**config.mk**
```make
export PLATFORM = sky130hd
export DESIGN_NAME = pci_unit
export DESIGN_NICKNAME = d
export VERILOG_FILES = /design/src/logic/pci_port.v /design/src/logic/pci_unit.v
export VERILOG_INCLUDE_DIRS = /design/src /design/src/common
export SDC_FILE = /design/constraint.sdc
export NUM_CORES = 1
export LEC_CHECK = 0
export BUFFER_PORTS_ARGS = -buffer_cell sky130_fd_sc_hd__buf_2
export CORE_ASPECT_RATIO = 0.6
export CORE_MARGIN = 2
export CORE_UTILIZATION = 53
export DETAILED_ROUTE_END_ITERATION = 10
export PLACE_DENSITY = 0.86
export SLEW_MARGIN = 15
export SYNTH_ARGS = -nofsm -noshare
export SYNTH_HDL_FRONTEND = slang
export SYNTH_SLANG_ARGS = --single-unit
```
**constraint.sdc**
```tcl
create_clock -name ref_clk_in -period 3.98 [get_ports ref_clk_in]
set_input_delay 0.398 -clock ref_clk_in [delete_from_list [all_inputs] [get_ports ref_clk_in]]
set_output_delay 0.398 -clock ref_clk_in [all_outputs]
set_load 0.02 [all_outputs]
```
**src/common/pci_defines.vh**
```
`ifndef PCI_DEFINES_VH
`define PCI_DEFINES_VH

// Port geometry.
`define PCI_PORT_WIDTH      16
`define PCI_NUM_PORTS       4

// Reset values of the control and status state.
`define PCI_GLOBAL_EN_RST   1'h0
`define PCI_PORT_RST        16'h0000

// Synchroniser depth for pin inputs.
`define PCI_SYNC_STAGES     3

`endif

```
**src/logic/pci_port.v**
```verilog
`timescale 1ns/1ps
`include "pci_defines.vh"

// One port of pin change detection: sync, edge detect, sticky flags.
module pci_port #(
	parameter WIDTH = `PCI_PORT_WIDTH
)(
	// Clock and reset
	input  wire             ref_clk_in,
	input  wire             rst_b_in,
	// Control
	input  wire             global_en_in,
	input  wire [WIDTH-1:0] rising_edge_enable_in,
	input  wire [WIDTH-1:0] falling_edge_enable_in,
	// Flag clear: a one-cycle strobe with a mask, zero bits clear
	input  wire             flag_wr_in,
	input  wire [WIDTH-1:0] flag_wr_data_in,
	// Pins and state
	input  wire [WIDTH-1:0] pin_in,
	output wire [WIDTH-1:0] pin_change_flag_out,
	output wire [WIDTH-1:0] pin_state_out
);

	// ----------------------------------------
	// Synchroniser
	// ----------------------------------------
	reg [WIDTH-1:0] s1_q;
	reg [WIDTH-1:0] s2_q;
	reg [WIDTH-1:0] s3_q;
	reg [WIDTH-1:0] stable_q;
	reg [WIDTH-1:0] flag_q;
	reg [WIDTH-1:0] flag_d;
	reg [WIDTH-1:0] stable_d;
	wire [WIDTH-1:0] agree;
	wire [WIDTH-1:0] rise;
	wire [WIDTH-1:0] fall;
	wire [WIDTH-1:0] hit;

	// A change counts once the second and third stages agree, so a
	// metastable first stage never reaches the edge detector.
	assign agree = ~(s2_q ^ s3_q);

	always @*
	begin
		stable_d = (stable_q & ~agree) | (s3_q & agree);
	end

	// ----------------------------------------
	// Edge detection and flags
	// ----------------------------------------
	assign rise = stable_d & ~stable_q;
	assign fall = ~stable_d & stable_q;
	assign hit  = {WIDTH{global_en_in}} &
		((rise & rising_edge_enable_in) | (fall & falling_edge_enable_in));

	always @*
	begin
		flag_d = flag_q;
		if (flag_wr_in)
		begin
			flag_d = flag_q & flag_wr_data_in;
		end
		flag_d = flag_d | hit;
	end

	always @(posedge ref_clk_in or negedge rst_b_in)
	begin
		if (!rst_b_in)
		begin
			s1_q     <= {WIDTH{1'b0}};
			s2_q     <= {WIDTH{1'b0}};
			s3_q     <= {WIDTH{1'b0}};
			stable_q <= {WIDTH{1'b0}};
			flag_q   <= {WIDTH{1'b0}};
		end
		else
		begin
			s1_q     <= pin_in;
			s2_q     <= s1_q;
			s3_q     <= s2_q;
			stable_q <= stable_d;
			flag_q   <= flag_d;
		end
	end

	assign pin_change_flag_out = flag_q;
	assign pin_state_out       = stable_q;

endmodule

```
**src/logic/pci_unit.v**
```verilog
`timescale 1ns/1ps
`include "pci_defines.vh"

// How it works
// - Edges are detected and requests raised; block keeps its clock in sleep.
// - No change request unless the global change-detect enable is set.
// - Rising-edge enable makes each low-to-high transition raise a request.
// - Falling-edge enable makes each high-to-low transition raise a request.
// - Both enables set: each edge raises its own request.
// - A request sets that pin's change flag.
// - A change flag stays set until software writes zero to it.
// - Any set flag in a port sets that port's summary bit.
// - Summary bit clears only when all that port's flags are clear.
// - One write clears every flag written as zero, keeps those written one.
// - An edge in the clearing cycle wins; the flag stays set.
// - Every pin has separately controlled weak pull-up and pull-down.
// - Per-pin pull-up and pull-down enable bits drive the pad pulls.
module pci_unit #(
	parameter WIDTH = `PCI_PORT_WIDTH,
	parameter PORTS = `PCI_NUM_PORTS
)(
	// Clock and reset
	input  wire                   ref_clk_in,
	input  wire                   rst_b_in,
	// Configuration writes, one-cycle strobes with data
	input  wire                   global_en_wr_in,
	input  wire                   global_en_data_in,
	input  wire [PORTS-1:0]       rise_wr_in,
	input  wire [PORTS-1:0]       fall_wr_in,
	input  wire [PORTS-1:0]       pull_up_wr_in,
	input  wire [PORTS-1:0]       pull_down_wr_in,
	input  wire [PORTS-1:0]       flag_wr_in,
	input  wire [WIDTH-1:0]       wr_data_in,
	// Pins
	input  wire [PORTS*WIDTH-1:0] pin_in,
	// Pad controls
	output wire [PORTS*WIDTH-1:0] pull_up_enable_out,
	output wire [PORTS*WIDTH-1:0] pull_down_enable_out,
	// Status
	output wire                   change_detect_global_enable_out,
	output wire [PORTS*WIDTH-1:0] rising_edge_enable_out,
	output wire [PORTS*WIDTH-1:0] falling_edge_enable_out,
	output wire [PORTS*WIDTH-1:0] pin_change_flag_out,
	output wire [PORTS*WIDTH-1:0] pin_state_out,
	output wire [PORTS-1:0]       port_change_summary_out,
	output wire                   pin_change_interrupt_out
);

	// ----------------------------------------
	// Configuration registers
	// ----------------------------------------
	reg                   global_en_q;
	reg [PORTS*WIDTH-1:0] rise_q;
	reg [PORTS*WIDTH-1:0] fall_q;
	reg [PORTS*WIDTH-1:0] pu_q;
	reg [PORTS*WIDTH-1:0] pd_q;
	reg [PORTS-1:0]       summary_q;
	reg [PORTS-1:0]       summary_d;
	reg                   irq_q;
	wire [PORTS*WIDTH-1:0] flag_w;
	integer               i;

	// ----------------------------------------
	// Write and status helpers
	// ----------------------------------------
	// Replace one port's slice of a packed vector when its strobe is set.
	function [PORTS*WIDTH-1:0] upd;
		input [PORTS*WIDTH-1:0] cur;
		input [PORTS-1:0]       wr;
		input [WIDTH-1:0]       data;
		integer                 k;
		begin
			upd = cur;
			for (k = 0; k < PORTS; k = k + 1)
			begin
				if (wr[k])
				begin
					upd[k*WIDTH +: WIDTH] = data;
				end
			end
		end
	endfunction

	// True when any flag of the given port is set.
	function port_any;
		input [PORTS*WIDTH-1:0] flags;
		input integer           idx;
		begin
			port_any = |flags[idx*WIDTH +: WIDTH];
		end
	endfunction

	// ----------------------------------------
	// Global enable
	// ----------------------------------------
	// Clearing the global enable silences every port at once and leaves the
	// per-pin enables as they were, so software can pause detection cheaply.
	always @(posedge ref_clk_in or negedge rst_b_in)
	begin
		if (!rst_b_in)
		begin
			global_en_q <= `PCI_GLOBAL_EN_RST;
		end
		else if (global_en_wr_in)
		begin
			global_en_q <= global_en_data_in;
		end
	end

	// ----------------------------------------
	// Edge enables
	// ----------------------------------------
	// All ports share one data word, so one write may arm the same pins on
	// several ports in the same cycle.
	always @(posedge ref_clk_in or negedge rst_b_in)
	begin
		if (!rst_b_in)
		begin
			rise_q <= {PORTS*WIDTH{1'b0}};
			fall_q <= {PORTS*WIDTH{1'b0}};
		end
		else
		begin
			rise_q <= upd(rise_q, rise_wr_in, wr_data_in);
			fall_q <= upd(fall_q, fall_wr_in, wr_data_in);
		end
	end

	// ----------------------------------------
	// Pull enables
	// ----------------------------------------
	// Pull-up and pull-down are separate flops, so software can set either,
	// both or neither; this block only carries the requests to the pad.
	always @(posedge ref_clk_in or negedge rst_b_in)
	begin
		if (!rst_b_in)
		begin
			pu_q <= {PORTS*WIDTH{1'b0}};
			pd_q <= {PORTS*WIDTH{1'b0}};
		end
		else
		begin
			pu_q <= upd(pu_q, pull_up_wr_in, wr_data_in);
			pd_q <= upd(pd_q, pull_down_wr_in, wr_data_in);
		end
	end

	// ----------------------------------------
	// Ports
	// ----------------------------------------
	// Detection runs on the free-running reference clock; this block sits in
	// the always-on domain so sleep does not stop it.
	// A pin change shows in the flags four edges after the pin moves.
	genvar g;
	generate
		for (g = 0; g < PORTS; g = g + 1)
		begin : gp
			pci_port #(
				.WIDTH(WIDTH)
			) u_port (
				.ref_clk_in             (ref_clk_in),
				.rst_b_in               (rst_b_in),
				.global_en_in           (global_en_q),
				.rising_edge_enable_in  (rise_q[g*WIDTH +: WIDTH]),
				.falling_edge_enable_in (fall_q[g*WIDTH +: WIDTH]),
				.flag_wr_in             (flag_wr_in[g]),
				.flag_wr_data_in        (wr_data_in),
				.pin_in                 (pin_in[g*WIDTH +: WIDTH]),
				.pin_change_flag_out    (flag_w[g*WIDTH +: WIDTH]),
				.pin_state_out          (pin_state_out[g*WIDTH +: WIDTH])
			);
		end
	endgenerate

	// ----------------------------------------
	// Summary and request
	// ----------------------------------------
	// The summary trails the flags by one edge. The request is taken from
	// the same next value, so summary and request always change together.
	always @*
	begin
		summary_d = {PORTS{1'b0}};
		for (i = 0; i < PORTS; i = i + 1)
		begin
			summary_d[i] = port_any(flag_w, i);
		end
	end

	always @(posedge ref_clk_in or negedge rst_b_in)
	begin
		if (!rst_b_in)
		begin
			summary_q <= {PORTS{1'b0}};
			irq_q     <= 1'b0;
		end
		else
		begin
			summary_q <= summary_d;
			irq_q     <= |summary_d;
		end
	end

	// ----------------------------------------
	// Status outputs
	// ----------------------------------------
	// Every status output is a flop, in this module or in a port instance.
	assign change_detect_global_enable_out = global_en_q;
	assign rising_edge_enable_out          = rise_q;
	assign falling_edge_enable_out         = fall_q;
	assign pull_up_enable_out              = pu_q;
	assign pull_down_enable_out            = pd_q;
	assign pin_change_flag_out             = flag_w;
	assign port_change_summary_out         = summary_q;
	assign pin_change_interrupt_out        = irq_q;

endmodule

```
; ---- Yosys cells after proc, flatten, opt, wreduce, memory -nomap -nowiden
; Cells that the tools add are included.
[word_totals]
inputBits = 104
word_cells = 112
ramBits = 0
romBits = 0
mem_count = 0
reg_bits = 582
latchBits = 0
output_inout_bits = 390
[op_classes]
n_mul = 0
n_lt_le_gt_ge = 0
div = 0
n_eq_ne = 0
reduce_logical = 5
add_sub_neg = 0
shift = 0
mux = 4
bitwise = 64
[op_table]
columns = op, n
row1 = $and A16 B16 Y16, 32
row2 = $not A16 Y16, 16
row3 = $or A16 B16 Y16, 12
row4 = $mux W16, 4
row5 = $reduce_or A16 Y1, 4
row6 = $reduce_or A64 Y1, 1
row7 = $xor A16 B16 Y16, 4

; ---- Depth between registers and ports, before layout
; Gate-level depths: netlist of run 1.
[depth]
depth_word = 11
mapped_depth = 4
ltp_nobuf = 3

; ---- Hierarchy
; Synthesis of run 1 repeated with hierarchy kept, for this count alone.
[hier_totals]
cells_unflattened = 1304
hier_area_um2 = 20764.9
[modules_own_cells]
columns = mod, seq_area_each_um2, instances, area_per_inst_um2, cells_each
row1 = pci_port, 2001.9, 4, 2743.9, 179
row2 = pci_unit, 6556.3, 1, 9789.4, 588

; ---- Worst setup path before layout of run 1
; OpenSTA, ideal clock, no wires.
[synth_path]
kind = reg-to-reg
start = register gp[2].u_port.flag_q[11]
end = register irq_q, in the netlist pin_change_interrupt_out
setup_slack_ns = 2.491
path_buffers = 0
period_less_slack_ns = 1.489
required_ns = 3.841
arrival_time_ns = 1.351
setup_ns = 0.139
path_stages_with_launch = 4
path_cell_list = dfrtp_1 nor4_1 nand4_1 or4_1
[synth_between]
elab_chain_cells = 1
[synth_rtl]
columns = item, line_no
row1 = from (decl), pci_port.v:31  ; reg [WIDTH-1:0] flag_q;
row2 = from (signal assigned), pci_port.v:74  ; flag_q <= {WIDTH{1'b0}};
row3 = from (signal assigned), pci_port.v:82  ; flag_q <= flag_d;
row4 = $reduce_or A64 Y1, pci_unit.v:199  ; irq_q <= |summary_d;
row5 = to (signal assigned), pci_unit.v:199
row6 = to (decl), pci_unit.v:59  ; reg irq_q;
; Every way passes these cells.
; A chain may end at the register's enable or synchronous reset.

; ---- Final worst setup path of run 1
[layout_path]
start = register gp[3].u_port.flag_q[3]
end = register irq_q, in the netlist pin_change_interrupt_out
[layout_between]
elab_chain_cells = 1
[layout_rtl]
columns = item, line_no
row1 = from (decl), pci_port.v:31
row2 = from (signal assigned), pci_port.v:74
row3 = from (signal assigned), pci_port.v:82
row4 = $reduce_or A64 Y1, pci_unit.v:199
; Every way passes these cells.

==> impl_results.md, run 1 <==
* Run status: complete, but fails checks
* Failing checks: hold timing
* Post-Syn Nets at about 1400
* Max_cap viols at 0
* Fin Hold WS at -0.0489 ns
* Crit-path max cell delay at around 0.60 ns
* Post-synth ARST share at 1.00
* CP Capture Type: flop
* Post-synth design cell area at 0.0208 mm^2
* Die boundary height at 157 um
* Avg Cell Area, Syn at 15.7 um^2
* Critical path, cell by cell: nor4_1 > nand4_1 > or4_1
* Post-synth top flop: dfrtp_1
* Crit path kind: reg2reg
* Fmax at 0.490 GHz
* Total core area at 0.0388 mm^2
* Area grow syn2layout at 25.7%
* Yosys warning total at 0
* Worst-Skew Late Latency at 0.56 ns
* Synth Instances at 1320
* Placed Cells at 2272
* Worst-Margin Slew at roughly 1.0 ns
* Final ANT Viol Nets at 0
* Num CTS Buffers at slightly above 50
* Die Wd at 260 um
* Drt via density at approximately 5.7
* Post-route DRC violation count at 0
* Final setup skew at ~0.0093 ns
* Rel. slew slack at 0.321
* CTS tree: yes
* Worst vdd ir at 0.000418 V
* Iteration-0 DRC Markers at about 1100
* Top cell type's share of synthesized area at 0.701
* Clk sinks at 582
* Final std cells w/o fill at 2432
* Initial antenna violation count at 6
* Die footprint at around 0.041 mm^2
* Sequential share of the synthesized area at 0.701
* Critical path's slowest cell: nor4_1
* Clock root cell: clkbuf_16
* First-pass GRT wire length at around 87 mm
* Hold Fails Final Rpt at 30
* Crit start category: flop
* Post-place instance area at around 0.024 mm^2
* Pwr/cell area at ~540 mW/mm^2
* CP Max Fanout at 3
* Dpl hpwl at 39.5 mm
* IO Count at 494
* # rows at 56
* Final core utilization at 0.673
* Layout Nets at between 1500 and 2000
* Setup violations, final at 0
* Vias in the first global route at 14700
* Cell taking the most area after synthesis: dfrtp_1
* Post_cts resized at 0
* Number of flops mapped to enable cells by yosys at 0
* Port Buffers at 493
* Fillers at around 2700
* Pre-Repair DR Iteration Count at 5
* Crit-path leading delay family: simple AND/OR/NAND/NOR gates
* Maximum root-to-sink buffer count at 3
* Overall routing resource usage at 0.282
* Tot Pwr at about 0.014 W
* H-tree depth at 2
* Total Wirelength at 58.9 mm
* Synth top area cells: dfrtp_1 (70%), mux2_2 (14%), maj3_1 (3.1%)
* Fin crit share at 0.513
* Netlist cell types at 20
* Post-CTS Setup Bufs at 0
* Hold Crit Class: in2async
* Fin area at 0.0261 mm^2
* WP buf/inv at 0
* Period minus WS final at 2.04 ns
* Yosys reg bits at 582
* Post-Route Setup TNS at 0 ns
* Initial core utilization at 0.535
* Critical Path RT at 4.41 ns
* Pin count of the biggest net entering global routing at 124
* Via count at 14000
* Layout cells sized above 1 at 0.443
* Crit path DAT at 2.47 ns
* Leakage power at 12.0 nW
* Avg WL per Cell at 24.2 um
* RSZ-0062 raised after global routing: no
* Slew Limit Fails at 0
* Routability cong. at 0.861
* GRT overflow at 0
* Reg clk slew, reported paths at roughly 0.060 ns
-- through the flow --
step	setup slack [ns]	hold slack [ns]
after floorplan	2.49	0.102
after global placement	2.01	0.333
after detailed placement	1.98	0.335
after CTS	1.95	0.000599
after global routing	1.96	0.0221
final	1.94	-0.0489
-- flip-flops by register name, summed over array words and instances, names as in the netlist --
| signal | cells |
|---|---|
| falling_edge_enable_out | 64 |
| gp.u_port.pin_change_flag_out | 64 |
| gp.u_port.pin_state_out | 64 |
| gp.u_port.s1_q | 64 |
| gp.u_port.s2_q | 64 |
| gp.u_port.s3_q | 64 |
| pull_down_enable_out | 64 |
| pull_up_enable_out | 64 |
| rising_edge_enable_out | 64 |
| port_change_summary_out | 4 |
| change_detect_global_enable_out | 1 |
| pin_change_interrupt_out | 1 |
-- path summary, 6_finish.rpt --
check	from	endpoint	cells after the start	slack, ns
max in group asynchronous	rst_b_in	port_change_summary_out[0]$_DFF_PN0_	2	2.88
worst min register to register	gp[1].u_port.s1_q[5]$_DFF_PN0_	gp[1].u_port.s2_q[5]$_DFF_PN0_	0	0.34
worst max-delay path	gp[3].u_port.pin_change_flag_out[3]$_DFF_PN0_	pin_change_interrupt_out$_DFF_PN0_	3	1.94
min in group ref_clk_in	global_en_data_in	change_detect_global_enable_out$_DFFE_PN0P_	2	0.08
worst max register to register	gp[3].u_port.pin_change_flag_out[3]$_DFF_PN0_	pin_change_interrupt_out$_DFF_PN0_	3	1.94
worst min-delay path	rst_b_in	gp[3].u_port.pin_state_out[2]$_DFF_PN0_	1	-0.05
-- logic make-up (layout without fill, tap and decap cells) --
logic type / Yosys count / after routing / synth area share
flops: 582 / 582 / 0.701
mux: 257 / 257 / 0.139
simple gates: 213 / 213 / 0.0684
compound gates: 128 / 128 / 0.0454
buf+inv: 76 / 659 / 0.0147
fa+ha+maj: 64 / 64 / 0.0308
other cells: 0 / 7 / 0
-- placed cells by master, fill, tap and decap left out, types with 11 or more instances in the layout --
| cell | instances |
|---|---|
| dlygate4sd3_1 | 64 |
| a22o_1 | 47 |
| nand4b_1 | 48 |
| and4b_1 | 16 |
| nor4_1 | 15 |
| maj3_1 | 64 |
| clkbuf_16 | 53 |
| nor4bb_1 | 16 |
| o21ai_0 | 32 |
| nand2_1 | 64 |
| buf_2 | 492 |
| nand2b_1 | 48 |
| o31ai_1 | 48 |
| mux2_2 | 257 |
| clkbuf_1 | 11 |
| dfrtp_1 | 581 |
-- repair_timing --
item | CTS | global route
hold buffers | 64 | 0
endpoints found under the hold margin | 64 | 0
endpoints found under the setup margin | 0 | 0
-- per-layer routing --
layer | track usage | vias up | part of all wire
met5 | 0 | - | 0
met4 | 0.128 | 0 | 0.047
met3 | 0.0654 | 173 | 0.078
met2 | 0.464 | 602 | 0.48
met1 | 0.359 | 7327 | 0.39
li1 | - | 5869 | -
-- power breakdown --
group          leakage, nW  internal, W  switching, W
Combinational         4.35     0.000825       0.00136
Sequential            6.87      0.00645      0.000433
Clock                0.827      0.00286       0.00214
-- cells in the mapped netlist, types with 4 or more instances --
cell	count
nand2_1	64
nand4b_1	48
dfrtp_1	582
nand4_1	4
mux2_2	257
maj3_1	64
o21ai_0	32
o31ai_1	48
and4b_1	16
a22o_1	47
nor4_1	15
nor4bb_1	16
clkbuf_1	58
nand2b_1	48
buf_2	16
-- area by class of cell --
class | count | area (um^2) | share of cell area
diodes | 7 | 17.5 | 0.000671
repair buffers | 569 | 3300 | 0.126
clock inverters | 16 | 185 | 0.00709
multi-input cells | 662 | 5900 | 0.226
clock buffers | 73 | 1490 | 0.0571
inverters | 1 | 3.75 | 0.000144
well taps | 522 | 653 | 0.0250
flip-flops and latches | 582 | 14600 | 0.558
Note: power is estimated with default switching activity, not from simulation.
==> run 2: changes to the inputs <==
Clock period 3.98 ns to 2.05 ns, I/O delays scaled along.
==> run 2 against run 1 <==
Against the previous run: the flow now finishes without violations; critical path depth decreased by 2; clock-buffer cell count decreased by 3; design area rose by 0.74%; sequential share of layout area shrank 0.41 points; first-iteration DRC count is 11% higher; register-to-register slack got worse by 1.8 ns; sequential power increased by 94%; critical path type is now reg2out; highest routed layer unchanged.
==> impl_results.md, run 2 (synthesis results as in run 1) <==
* Most frequent cells in the layout: dfrtp_1 (581), buf_2 (492), mux2_2 (257), dlygate4sd3_1 (67)
* Initial antenna violation count at 7
* Fmax at between 0.5 and 0.6 GHz
* Crit start category: flop
* Commonest non-fill, non-tap cell in the layout: dfrtp_1
* GRT overflow at 0
* Hold Crit Class: in2reg
* Layout Nets at approximately 2000
* Fin crit share at 0.958
* Met1 Use GR at 0.363
* R2r worst-path depth at 3
* Reg clk slew, reported paths at 0.07 ns
* Port Buffers at between 400 and 500
* Clk sinks at 582
* CP Max Fanout at 35
* Post-Route Setup TNS at 0 ns
* Pre-Repair DR Iteration Count at 8
* Die boundary height at 157 um
* CP Depth at 1
* Vias in the first global route at 14500
* Maximum root-to-sink buffer count at 3
* Met2 GRT Util at 0.470
* CTS tree: yes
* Run status: completed
* Pin count of the biggest net entering global routing at 89
* Worst-Skew Late Latency at 0.56 ns
* Dpl hpwl at 40.4 mm
* Hold Crit Depth at 3
* Pwr/cell area at about 1100 mW/mm^2
* Grt met3 use at 0.0736
* Post-place instance area at 0.0238 mm^2
* Beginning of the critical path: change_detect_global_enable_out$_DFFE_PN0P_
* RSZ-0062 raised after global routing: no
* Layout cells sized above 1 at 0.448
* Die footprint at 0.0408 mm^2
* Setup violations, final at 0
* Rel. slew slack at 0.460
* Tot Pwr at 0.0278 W
* Via count at around 14000
* Die Wd at ~260 um
* Crit path DAT at 1.76 ns
* Post-route DRC violation count at 0
* Final setup skew at 0.0114 ns
* Clock root cell: clkbuf_16
* CP Capture Type: output pin
* Critical path's slowest cell: dfrtp_2
* Critical path, cell by cell: buf_2
* Area taken by multi-input logic gates at 0.00590 mm^2
* Final ANT Viol Nets at 0
* Crit path kind: reg2out
* Max_cap viols at 0
* Avg WL per Cell at 24.1 um
* Crit-path leading delay family: flip-flops
* HP Start: flag_wr_in[1]
* Drt via density at 5.74
* FF-to-FF Start: gp[3].u_port.pin_change_flag_out[6]$_DFF_PN0_
* IO Count at a little under 500
* Routability cong. at 0.887
* Critical Path RT at ~1.9 ns
* Fillers at about 2600
* Slew Limit Fails at 0
* Leakage power at 12.2 nW
* Crit-path max cell delay at 0.90 ns
* # rows at 56
* Hold Fails Final Rpt at 0
* Worst-Margin Slew at 0.810 ns
* Iteration-0 DRC Markers at 1197
* Total Wirelength at between 50 and 60 mm
* Total core area at 0.0388 mm^2
* GR peak layer: met2
* WP buf/inv at 1
* Overall routing resource usage at 0.286
* Reg area at 0.0146 mm^2
* Area grow syn2layout at 26.7%
* H-tree depth at 2
* Num CTS Buffers at 51
* First-pass GRT wire length at ~90 mm
* Period minus WS final at 1.96 ns
* Worst vdd ir at 0.000689 V
* Initial core utilization at 0.535
* Fin area at around 0.026 mm^2
[run 2: power breakdown]
part / total [W] / internal (W) / switching, W / leakage, nW
Combinational: 0.00430 / 0.00165 / 0.00265 / 4.41
Clock: 0.0101 / 0.00582 / 0.00425 / 0.872
Sequential: 0.0134 / 0.0125 / 0.000850 / 6.87
[run 2: layout make-up]
| type | instances | share of cell area |
|---|---|---|
| Antenna cell | 5 | 0.000476 |
| Clock buffer | 70 | 0.0563 |
| Multi-Input combinational cell | 662 | 0.224 |
| Tap cell | 522 | 0.0248 |
| Sequential cell | 582 | 0.554 |
| Clock inverter | 24 | 0.0108 |
| Timing Repair Buffer | 580 | 0.129 |
| Inverter | 1 | 0.000143 |
[run 2: final timing paths]
check                           slack, ns                                              to
worst max-delay path                 0.09                 change_detect_global_enable_out
worst min-delay path                 0.11  gp[1].u_port.pin_change_flag_out[12]$_DFF_PN0_
worst max register to register       0.15              pin_change_interrupt_out$_DFF_PN0_
worst min register to register       0.35                  gp[2].u_port.s2_q[4]$_DFF_PN0_
max in group asynchronous            1.05          rising_edge_enable_out[29]$_DFFE_PN0P_
min in group asynchronous            0.17                 gp[0].u_port.s3_q[12]$_DFF_PN0_
[run 2: metrics by stage]
step	hold slack [ns]	utilization	instances	worst slack, ns
global placement	0.160	0.614	2280	0.284
floorplan	-0.0906	-	1320	0.561
detailed placement	0.156	0.614	2280	0.155
CTS	0.0782	0.677	2441	0.0377
finish	0.110	0.678	2446	0.0864
global route	0.0904	0.678	2445	0.00880
[run 2: per-layer routing]
| metal | share of wire | vias to the layer above |
|---|---|---|
| met2 | 0.49 | 605 |
| met3 | 0.076 | 163 |
| li1 | - | 5888 |
| met5 | 0 | - |
| met1 | 0.39 | 7384 |
| met4 | 0.044 | 0 |
[run 2: repair_timing]
item                       4_1_cts  5_1_grt
gates resized for setup          0        1
setup buffers                    0        0
setup endpoints to repair        0        1
hold buffers                    67        0
hold endpoints to repair       298        0
[run 2: worst reg2reg max path, delay by kind of cell, from the launching register on]
| kind | cells | cell delay (ns) |
|---|---|---|
| simple gates | 3 | 1.37 |
| flops | 1 | 0.41 |
==> run 3: changes to the inputs <==
Settings changed: CELL_PAD_IN_SITES_DETAIL_PLACEMENT set to 1, CELL_PAD_IN_SITES_GLOBAL_PLACEMENT set to 1, CORE_UTILIZATION 53 to 44, PLACE_DENSITY 0.86 to 0.87.
==> run 3 against run 2 <==
Against the previous run: design area rose by 1.2%; sequential share of layout area down 0.66 points; largest power group unchanged; critical path depth grew 2; register-to-register slack got worse by 0.08 ns.
==> impl_results.md, run 3 (synthesis results as in run 1) <==
* Run status: completed
* Clk sinks at 582
* Worst-Margin Slew at 0.753 ns
* Final ANT Viol Nets at 0
* Post-Route Setup TNS at 0 ns
* IO Count at between 400 and 500
* Leakage power at about 12 nW
* Max_cap viols at 0
* CTS tree: yes
* Vias in the first global route at 16000
* Hold Fails Final Rpt at 0
* Crit path kind: reg2reg
* Die boundary height at around 170 um
* Initial core utilization at 0.447
* Reg clk slew, reported paths at 0.07 ns
* GRT overflow at 0
* Critical Path RT at 2.50 ns
* Setup violations, final at 0
* Crit path DAT at 2.43 ns
* First-pass GRT wire length at 101 mm
* Final setup skew at 0.0284 ns
* Initial antenna violation count at 7
* Fin crit share at 0.965
* Pwr/cell area at 1070 mW/mm^2
* Layout Nets at 1987
* Drt via density at 5.54
* Area taken by multi-input logic gates at approximately 0.0059 mm^2
* RSZ-0062 raised after global routing: no
* Area grow syn2layout at 28.2%
* Dpl hpwl at 46.1 mm
* Period minus WS final at 1.98 ns
* Via count at ~14000
* Critical path, cell by cell: nor4_1 > nand4_1 > or4_1
* Die footprint at 0.0490 mm^2
* Hold Crit Class: in2reg
* Critical path's slowest cell: or4_1
* CP Capture Type: flop
* Reg area at 0.0146 mm^2
* Die Wd at between 200 and 300 um
* Fillers at 4541
* CP Max Fanout at 3
* Worst vdd ir at 0.000651 V
* Setup ws final at between 0.07 and 0.08 ns
* Pre-Repair DR Iteration Count at 5
* Slew Limit Fails at 0
* Post-route DRC violation count at 0
* Crit start category: flop
* Routability cong. at between 0.8 and 0.9
* Pre-CTS WS at 0.0638 ns
* Pin count of the biggest net entering global routing at 69
* H-tree depth at 2
* Most frequent cells in the layout: dfrtp_1 (581), buf_2 (492), mux2_2 (257), dlygate4sd3_1 (67)
* Clock root cell: clkbuf_16
* Maximum root-to-sink buffer count at 3
* Num CTS Buffers at 53
* Worst-Skew Late Latency at between 0.5 and 0.6 ns
* Total core area at between 0.04 and 0.05 mm^2
* Overall routing resource usage at 0.272
* # rows at 61
* Fmax at 0.505 GHz
* Port Buffers at 493
* Post-CTS Setup Bufs at 0
* Commonest non-fill, non-tap cell in the layout: dfrtp_1
* Total Wirelength at ~68 mm
* Crit-path max cell delay at 0.58 ns
* Iteration-0 DRC Markers at 730
* Layout cells sized above 1 at 0.450
* Avg WL per Cell at 26.4 um
* Rel. slew slack at 0.498
## run 3: cell types whose count changed in the layout (fill, tap and decap cells not counted), moves of 2 or more
cell	delta
diode_2	+3
clkbuf_8	+2
clkbuf_16	+2
clkinvlp_4	-2
bufinv_16	+2
buf_12	+3
## run 3: layer usage
| metal | track usage | routed length [um] | vias up |
|---|---|---|---|
| met5 | 0 | 0 | - |
| met4 | 0.141 | 3630 | 0 |
| met3 | 0.0562 | 3730 | 196 |
| met2 | 0.481 | 34300 | 537 |
| met1 | 0.318 | 26000 | 7549 |
| li1 | - | - | 5914 |
## run 3: metrics by stage
step | instance area [um^2] | instances | utilization | total power, W | hold slack [ns]
after global placement | 24000 | 2391 | 0.517 | 0.0176 | 0.272
final | 26600 | 2563 | 0.573 | 0.0286 | 0.0972
after CTS | 26600 | 2555 | 0.572 | 0.0288 | 0.0763
after global routing | 26600 | 2560 | 0.573 | 0.0296 | 0.120
after detailed placement | 24000 | 2391 | 0.517 | 0.0179 | 0.274
after floorplan | 20800 | 1320 | - | 0.0157 | -0.0906
## run 3: area by class of cell
| type | instances | share of cell area |
|---|---|---|
| well taps | 630 | 0.0296 |
| inverters | 1 | 0.000141 |
| flip-flops and latches | 582 | 0.547 |
| diodes | 8 | 0.000752 |
| repair buffers | 583 | 0.130 |
| clock inverters | 24 | 0.0125 |
| multi-input cells | 662 | 0.222 |
| clock buffers | 73 | 0.0584 |
## run 3: path summary, 6_finish.rpt
check                                                              startpoint                                              to  slack [ns]  depth (start not counted)
max in group asynchronous                                            rst_b_in                  gp[1].u_port.s2_q[9]$_DFF_PN0_        1.01                          3
worst min register to register                 gp[0].u_port.s1_q[4]$_DFF_PN0_                  gp[0].u_port.s2_q[4]$_DFF_PN0_        0.35                          0
worst max register to register  gp[3].u_port.pin_change_flag_out[3]$_DFF_PN0_              pin_change_interrupt_out$_DFF_PN0_        0.07                          3
worst max-delay path            gp[3].u_port.pin_change_flag_out[3]$_DFF_PN0_              pin_change_interrupt_out$_DFF_PN0_        0.07                          3
min in group asynchronous                                            rst_b_in                 gp[3].u_port.s1_q[12]$_DFF_PN0_        0.23                          2
worst min-delay path                                            flag_wr_in[2]  gp[2].u_port.pin_change_flag_out[10]$_DFF_PN0_         0.1                          3
## run 3: critical path: cells and delay by family, from the launching register on
| family | cells | cell delay, ns |
|---|---|---|
| simple gates | 3 | 1.46 |
| flops | 1 | 0.40 |
## run 3: report_power, final
part	internal, W	switching (W)
clock network	0.00631	0.00444
logic	0.00165	0.00276
registers	0.0125	0.000880
total	0.0205	0.00808
## run 3: timing repair
action / in CTS / in global routing
hold buffers: 67 / 0
gates resized for setup: 0 / 0
hold endpoints to repair: 114 / 0
